[config.mk]
export PLATFORM = sky130hd
export DESIGN_NAME = moad_decoder
export DESIGN_NICKNAME = d
export VERILOG_FILES = /design/src/rtl/moad_pkg.sv /design/src/rtl/moad_dec_if.sv /design/src/rtl/moad_attr_decode.sv /design/src/rtl/moad_decoder.sv
export SDC_FILE = /design/constraint.sdc
export NUM_CORES = 1
export LEC_CHECK = 0
export ABC_AREA = 0
export BUFFER_PORTS_ARGS = -buffer_cell sky130_fd_sc_hd__buf_2
export CELL_PAD_IN_SITES_DETAIL_PLACEMENT = 0
export CELL_PAD_IN_SITES_GLOBAL_PLACEMENT = 1
export CORE_ASPECT_RATIO = 2
export CORE_MARGIN = 10
export CORE_UTILIZATION = 28
export CTS_CLUSTER_SIZE = 12
export DETAILED_ROUTE_END_ITERATION = 10
export GPL_ROUTABILITY_DRIVEN = 0
export PLACE_DENSITY_LB_ADDON = 0.25
export SYNTH_ARGS = -nofsm -noshare
export SYNTH_HDL_FRONTEND = slang
export SYNTH_SLANG_ARGS = --single-unit
export TNS_END_PERCENT = 50
[constraint.sdc]
create_clock -name clock -period 4.85 [get_ports clock]
set_clock_uncertainty 0.15 [all_clocks]
set_input_delay 0.7275 -clock clock [delete_from_list [all_inputs] [get_ports clock]]
set_output_delay 0.7275 -clock clock [all_outputs]
set_load 0.02 [all_outputs]
[src/rtl/moad_pkg.sv]
// Constants and types shared by the memory object attribute decoder.
package moad_pkg;
    // Attribute field layout.
    localparam int          MOAD_ATTR_W      = 4;
    localparam int          MOAD_BIT_DECRYPT = 3;
    localparam int          MOAD_BIT_TAG     = 2;
    localparam int          MOAD_CACHE_HI    = 1;
    localparam int          MOAD_CACHE_LO    = 0;
    // Cacheability codes.
    localparam logic [1:0]  MOAD_CACHE_TABLE = 2'h0;
    localparam logic [1:0]  MOAD_CACHE_NONE  = 2'h1;
    localparam logic [1:0]  MOAD_CACHE_LLC   = 2'h2;
    localparam logic [1:0]  MOAD_CACHE_BOTH  = 2'h3;
    // Last-level cache line tag store.
    localparam int          MOAD_IDX_W       = 4;
    localparam int          MOAD_LINES       = 16;
    localparam logic [3:0]  MOAD_LAST_LINE   = 4'hf;
    localparam logic [3:0]  MOAD_LINE_ZERO   = 4'h0;

    typedef enum logic [1:0] {
        MOAD_IDLE,
        MOAD_WALK,
        MOAD_DONE
    } moad_flush_state_t;
endpackage

[src/rtl/moad_dec_if.sv]
// Interface between the request stage and the attribute decode logic.
`timescale 1ns/1ns
`default_nettype none
interface moad_dec_if;
    import moad_pkg::*;
    logic [MOAD_ATTR_W-1:0] attr;
    logic                   is_write;
    logic                   table_tag;
    logic [1:0]             table_cache;
    logic                   decrypt;
    logic                   flush_tag;
    logic                   llc_alloc;
    logic                   mlc_alloc;

    modport dec (
        input  attr,
        input  is_write,
        input  table_tag,
        input  table_cache,
        output decrypt,
        output flush_tag,
        output llc_alloc,
        output mlc_alloc
    );
    modport user (
        output attr,
        output is_write,
        output table_tag,
        output table_cache,
        input  decrypt,
        input  flush_tag,
        input  llc_alloc,
        input  mlc_alloc
    );
endinterface
`default_nettype wire

[src/rtl/moad_attr_decode.sv]
// Combinational decode of the 4-bit memory object attribute field.
`timescale 1ns/1ns
`default_nettype none
module moad_attr_decode
    import moad_pkg::*;
(
    // Decode request and result.
    moad_dec_if.dec d
);

    // Maps a cacheability code to last-level and mid-level allocation.
    function automatic logic [1:0] moad_policy(input logic [1:0] code);
        logic [1:0] res;
        res = 2'h0;
        unique case (code)
            MOAD_CACHE_NONE: res = 2'h0;
            MOAD_CACHE_LLC:  res = 2'h2;
            MOAD_CACHE_BOTH: res = 2'h3;
            MOAD_CACHE_TABLE: res = 2'h0;
        endcase
        return res;
    endfunction

    logic [1:0] policy;

    // Decode of decrypt enable, effective tag and allocation policy.
    always_comb begin
        d.decrypt   = d.attr[MOAD_BIT_DECRYPT] & ~d.is_write;
        d.flush_tag = d.is_write & (d.attr[MOAD_BIT_TAG] | d.table_tag);
        if (d.attr[MOAD_CACHE_HI:MOAD_CACHE_LO] == MOAD_CACHE_TABLE) begin
            policy = moad_policy(d.table_cache);
        end else begin
            policy = moad_policy(d.attr[MOAD_CACHE_HI:MOAD_CACHE_LO]);
        end
        d.llc_alloc = policy[1];
        d.mlc_alloc = policy[0];
    end

endmodule
`default_nettype wire

[src/rtl/moad_decoder.sv]
// Memory object attribute decoder with last-level tag store and flush walker.
//
// Summary of operation
// - The attribute field is four bits: bit 3 decrypt, bit 2 display flush tag, bits 1:0 cacheability.
// - A read of an object with bit 3 set is decrypted on its way back to the requester.
// - Bit 3 has no effect on writes, which proceed the same whatever its value.
// - On writes the effective display flush tag is bit 2 ORed with the translation table tag.
// - The display flush tag in bit 2 is disregarded on reads.
// - The last-level cache keeps the effective tag per line and can flush only tagged lines.
// - The mid-level cache has no selective flush and is always flushed entirely.
// - Cacheability 00 takes the allocation policy from the translation table entry.
// - Cacheability 01 allocates in neither the last-level nor the mid-level cache.
// - Cacheability 10 allocates in the last-level cache only.
// - Cacheability 11 allocates in both caches.
//
// Requests pass through one register stage; flushes are served by a walker
// over a sixteen-line tag store, and a flush asked for during a walk is dropped.
`timescale 1ns/1ns
`default_nettype none
module moad_decoder
    import moad_pkg::*;
(
    // Clock and reset.
    input  wire logic                   clock,
    input  wire logic                   sys_rst,
    // Incoming request from command and state logic.
    input  wire logic                   req_valid,
    input  wire logic                   req_write,
    input  wire logic [MOAD_ATTR_W-1:0] req_attr,
    input  wire logic [MOAD_IDX_W-1:0]  req_line,
    input  wire logic                   table_tag,
    input  wire logic [1:0]             table_cache,
    // Request issued to the cache hierarchy.
    output logic                        out_valid,
    output logic                        out_write,
    output logic [MOAD_IDX_W-1:0]       out_line,
    output logic                        out_decrypt,
    output logic                        out_flush_tag,
    output logic                        out_llc_alloc,
    output logic                        out_mlc_alloc,
    // Flush control.
    input  wire logic                   llc_flush_req,
    input  wire logic                   llc_flush_tagged,
    input  wire logic                   mlc_flush_req,
    output logic                        flush_busy,
    output logic                        llc_evict_valid,
    output logic [MOAD_IDX_W-1:0]       llc_evict_line,
    output logic                        mlc_flush_all,
    output logic                        flush_done
);

    // The field split is purely combinational and kept in its own module, so
    // the request stage and the tag store both read one copy of the decode.
    moad_dec_if dec_bus ();

    assign dec_bus.attr        = req_attr;
    assign dec_bus.is_write    = req_write;
    assign dec_bus.table_tag   = table_tag;
    assign dec_bus.table_cache = table_cache;

    moad_attr_decode u_decode (
        .d (dec_bus.dec)
    );

    // Request stage state.
    logic                  out_valid_next;
    logic                  out_write_next;
    logic [MOAD_IDX_W-1:0] out_line_next;
    logic                  out_decrypt_next;
    logic                  out_flush_tag_next;
    logic                  out_llc_alloc_next;
    logic                  out_mlc_alloc_next;

    // Decoded fields are forced low when no request is present, so that an
    // idle cycle is never mistaken for a decrypted or allocating access.
    function automatic logic moad_gate(input logic valid, input logic field);
        return valid & field;
    endfunction

    // Request and its decoded attributes move together, so the cache
    // sees the policy in the very cycle the request is presented.
    always_comb begin
        out_valid_next     = req_valid;
        out_write_next     = req_write;
        out_line_next      = req_line;
        out_decrypt_next   = moad_gate(req_valid, dec_bus.decrypt);
        out_flush_tag_next = moad_gate(req_valid, dec_bus.flush_tag);
        out_llc_alloc_next = moad_gate(req_valid, dec_bus.llc_alloc);
        out_mlc_alloc_next = moad_gate(req_valid, dec_bus.mlc_alloc);
    end

    // Request stage registers. Reset clears the valid bit and every decoded
    // field, so the cache never sees a stale policy right after reset.
    always_ff @(posedge clock or posedge sys_rst) begin
        if (sys_rst) begin
            out_valid     <= 1'b0;
            out_write     <= 1'b0;
            out_line      <= MOAD_LINE_ZERO;
            out_decrypt   <= 1'b0;
            out_flush_tag <= 1'b0;
            out_llc_alloc <= 1'b0;
            out_mlc_alloc <= 1'b0;
        end else begin
            out_valid     <= out_valid_next;
            out_write     <= out_write_next;
            out_line      <= out_line_next;
            out_decrypt   <= out_decrypt_next;
            out_flush_tag <= out_flush_tag_next;
            out_llc_alloc <= out_llc_alloc_next;
            out_mlc_alloc <= out_mlc_alloc_next;
        end
    end

    // Flush walker and tag store state.
    logic [MOAD_LINES-1:0] tag_reg;
    logic [MOAD_LINES-1:0] tag_next;
    moad_flush_state_t     state_reg;
    moad_flush_state_t     state_next;
    logic [MOAD_IDX_W-1:0] idx_reg;
    logic [MOAD_IDX_W-1:0] idx_next;
    logic                  tagged_reg;
    logic                  tagged_next;
    logic                  busy_next;
    logic                  evict_next;
    logic [MOAD_IDX_W-1:0] evict_line_next;
    logic                  mlc_all_next;
    logic                  done_next;

    // Next state of tags and of the walk. A flush request arriving while a
    // walk runs is ignored; the requester waits for flush_done first.
    // A walk visits every line in index order, one per cycle, so a flush of
    // the last-level cache takes the same time whether or not lines are
    // tagged; the requester can budget for it without polling the tags.
    always_comb begin
        tag_next        = tag_reg;
        state_next      = state_reg;
        idx_next        = idx_reg;
        tagged_next     = tagged_reg;
        evict_next      = 1'b0;
        evict_line_next = idx_reg;
        mlc_all_next    = 1'b0;
        done_next       = 1'b0;
        unique case (state_reg)
            MOAD_IDLE: begin
                // Both flushes may be asked for together; the whole mid-level
                // flush goes out at once while the last-level walk starts.
                // whole mid-level flush
                if (mlc_flush_req) begin
                    mlc_all_next = 1'b1;
                end
                if (llc_flush_req) begin
                    state_next  = MOAD_WALK;
                    idx_next    = MOAD_LINE_ZERO;
                    tagged_next = llc_flush_tagged;
                end else if (mlc_flush_req) begin
                    state_next = MOAD_DONE;
                end
            end
            MOAD_WALK: begin
                // A tagged flush leaves untagged lines in place, which keeps
                // data that is never displayed warm in the last-level cache.
                // selective tagged flush
                if (!tagged_reg || tag_reg[idx_reg]) begin
                    evict_next        = 1'b1;
                    tag_next[idx_reg] = 1'b0;
                end
                idx_next = idx_reg + 4'h1;
                if (idx_reg == MOAD_LAST_LINE) begin
                    state_next = MOAD_DONE;
                end
            end
            MOAD_DONE: begin
                // One cycle of done closes every kind of flush.
                done_next  = 1'b1;
                state_next = MOAD_IDLE;
            end
            // The fourth code of the state register is never entered; should
            // it appear, the walker returns to idle instead of locking up.
            default: begin
                state_next = MOAD_IDLE;
            end
        endcase
        // tag stored per line
        // A write landing on a line in the cycle it is evicted keeps its tag,
        // since the new data was not part of the flushed contents.
        if (req_valid && req_write && dec_bus.llc_alloc) begin
            tag_next[req_line] = dec_bus.flush_tag;
        end
        busy_next = (state_next != MOAD_IDLE);
    end

    // Flush walker and tag store registers. Every flush output is registered,
    // so it is free of decode glitches; flush_done and mlc_flush_all pulse for exactly one cycle.
    always_ff @(posedge clock or posedge sys_rst) begin
        if (sys_rst) begin
            tag_reg         <= '0;
            state_reg       <= MOAD_IDLE;
            idx_reg         <= MOAD_LINE_ZERO;
            tagged_reg      <= 1'b0;
            flush_busy      <= 1'b0;
            llc_evict_valid <= 1'b0;
            llc_evict_line  <= MOAD_LINE_ZERO;
            mlc_flush_all   <= 1'b0;
            flush_done      <= 1'b0;
        end else begin
            tag_reg         <= tag_next;
            state_reg       <= state_next;
            idx_reg         <= idx_next;
            tagged_reg      <= tagged_next;
            flush_busy      <= busy_next;
            llc_evict_valid <= evict_next;
            llc_evict_line  <= evict_line_next;
            mlc_flush_all   <= mlc_all_next;
            flush_done      <= done_next;
        end
    end

endmodule
`default_nettype wire

==> run metrics <==
Synth area leaders=dfrtp_1, mux2i_1, nor2_1, a31oi_1, o21a_1; nets=259; largest family of logic cells by synthesized area=simple AND/OR/NAND/NOR gates; Clock Sinks=between 40 and 50; drt drc=0; Unique masters post-synth=35; R2R Path Start=evict_line_next[2]$_DFFE_PP0P_; YS warnings=0; syn_area_per_cell=10.1 sq um; antenna cells=0; Period minus WS final=2.57 ns; largest net degree at the start of global routing=42; total of max-cap violations=0; clock root buffer=clkbuf_16; core area=7210 sq um; Buf/Inv on CP=0; share of the synthesized area in the top cell type=roughly 50%; Gate Count Post-Synth=between 200 and 250; CP cell instances=mux2i_1, mux4_2, and3b_4, a31oi_4, a31oi_1; multi-input logic area=about 960 sq um; die width=about 81 um; CTS buffer count=5; Die ar.=11,400 sq um; fmax=between 300 and 400 MHz; critical path class=reg2reg; placed cells=322; outcome=finished, final reports clean; Slew Limit Fails=0; xor and xnor fraction of the mapped netlist area=0%; Non-Filler Instances=between 300 and 400; vias post-DR=between 1,500 and 2,000; commonest non-fill, non-tap cells in the layout=dfrtp_1, buf_2, nor2_1; adder-cell share of the synthesized area=under 10%; layout cells sized above 1=approximately 21%; Critical Path AT=2.56 ns; Tot GR Track Use=a little over a tenth; element type at the critical path end=flop; 1st-iter DRT viols=between 90 and 100; Area growth syn-to-layout=18.2%; hold buffer count at CTS=0; Syn Nets=about 230; Post-CTS Setup Bufs=0; mux share of post-synthesis cell area=9.04%; FF+latch area=1030 sq um; leakage=around 1.1 nW; Slew HR=19.9%; Final Hold Viols=0; Final Cycle Share=between 50% and 60%; IO Port Bufs=35; CTS resizes=0; max reg flops=16; gr ovfl total=0; WL final=slightly below 6000 um; measured slew at the worst slew-check pin=roughly 1.2 ns; Die H=roughly 140 um; FILL cells=769; Synth Area in Compound Gates=between 10% and 20%; Post-DRT Antenna Nets=0; count of final setup violators=0; setup TNS=0 ns; Worst path top cell family by delay=flip-flops; CTS tree=built; Worst path max stage delay=about 0.73 ns; PwrDens=572 nW/um^2; # rows=44; first-pass GRT wire length=between 9000 and 10,000 um; initial core utilization=28.6%; Detailed Place HPWL=~4400 um; register area share after synthesis=49.8%; worst path required time=4.84 ns; vias in the first global route=1,683; CP max stage cell=dfrtp_1; Synth area leader=dfrtp_1; Critical Path Source=evict_line_next[2]$_DFFE_PP0P_; clk slew on worst S/H paths=~0.06 ns; #FFs+latches synth=41; Post-DP Area=2290 sq um; Post-Synth Simple-Gate Area=between 10% and 20%; DRT Pass-1 Iters=4; I/O Pins=36; initial antenna violation count=0; drt via density=approximately 5; most common cell after layout, fill and taps aside=dfrtp_1; critical path fanouts, max=18; design area=around 2400 sq um; RSZ-0062 raised after global routing=false; # H-tree levels=2; Clock Tree Buf Depth=2; post-synthesis cell area=between 2000 and 2500 sq um; worst hold path type=in2async; wire per inst=between 15 and 20 um; worst vdd rail ir drop=~190 uV; crit path launch type=flop; clk_lat worst skew=0.29 ns
==> kinds of logic (layout without fill, tap and decap cells) <==
group	count (synthesis)	in the layout
AOI/OAI and AO/OA	46	46
adders and majority gates	4	4
buffers and inverters	15	47
and+or+nand+nor	82	82
muxes	17	17
DFF	41	41
==> metal layers <==
metal  global-route usage, %  vias to the layer above  wire length, um
met5                       0                        -                0
met4                    5.50                        0              153
met3                    3.10                       10              354
met2                    20.0                       51             3260
met1                    10.2                      783             2080
li1                        -                      792                -
==> worst register-to-register path: cells and delay by family (launching register included) <==
family	cells	cell delay [ns]
AND/OR/NAND/NOR	1	0.21
AO/OA/AOI/OAI	2	0.66
flip-flops	1	0.73
multiplexers	2	0.67
==> cell type report <==
class | instances | area share [%]
Inverter | 4 | 0.616
Sequential cell | 41 | 42.1
Multi-Input combinational cell | 149 | 39.2
Clock buffer | 7 | 5.85
Tap cell | 92 | 4.72
Timing Repair Buffer | 36 | 7.49
==> worst paths after layout <==
check / end / slack, ns / depth (start not counted)
hold / removal: tag_reg[9]$_DFF_PP0_ / 0.41 / 3
setup reg to reg: tag_reg[6]$_DFF_PP0_ / 2.28 / 5
setup / recovery: tag_reg[6]$_DFF_PP0_ / 2.28 / 5
max in group asynchronous: flush_done$_DFF_PP0_ / 3.76 / 3
hold reg to reg: tag_reg[15]$_DFF_PP0_ / 0.44 / 2
min in group clock: tag_reg[15]$_DFF_PP0_ / 0.44 / 2
==> metrics by stage <==
step	power [mW]	util (%)	hold slack [ns]	setup WS, ns
floorplan	0.927	-	0.202	2.75
global placement	1.07	31.8	0.401	2.15
detailed placement	1.08	31.8	0.415	2.17
CTS	1.41	33.8	0.430	2.29
global route	1.49	33.8	0.448	2.17
finish	1.39	33.8	0.407	2.28
==> cell usage after synthesis (all sizes together) <==
cell type     n
or3           2
nor3          9
and2          3
a22oi         2
or2           1
buf           3
nand2         9
dlygate4sd1   1
dfrtp        41
nand2b        6
mux2i        13
o21ai         2
nor2b         5
ha            4
nor2         32
inv           4
nand3b        4
a31oi        17
o21a          8
clkbuf        7
a21o          1
nor3b         2
mux4          1
mux2          3
a22o          3
o2111ai       2
nand3         5
nand4         3
a21oi        11
and3b         1
==> power breakdown <==
part | switching, mW | total [mW] | internal [mW]
Clock | 0.131 | 0.333 | 0.202
Combinational | 0.291 | 0.501 | 0.211
Sequential | 0.121 | 0.558 | 0.437
Total | 0.544 | 1.39 | 0.849
(Power assumes the default switching activity.)
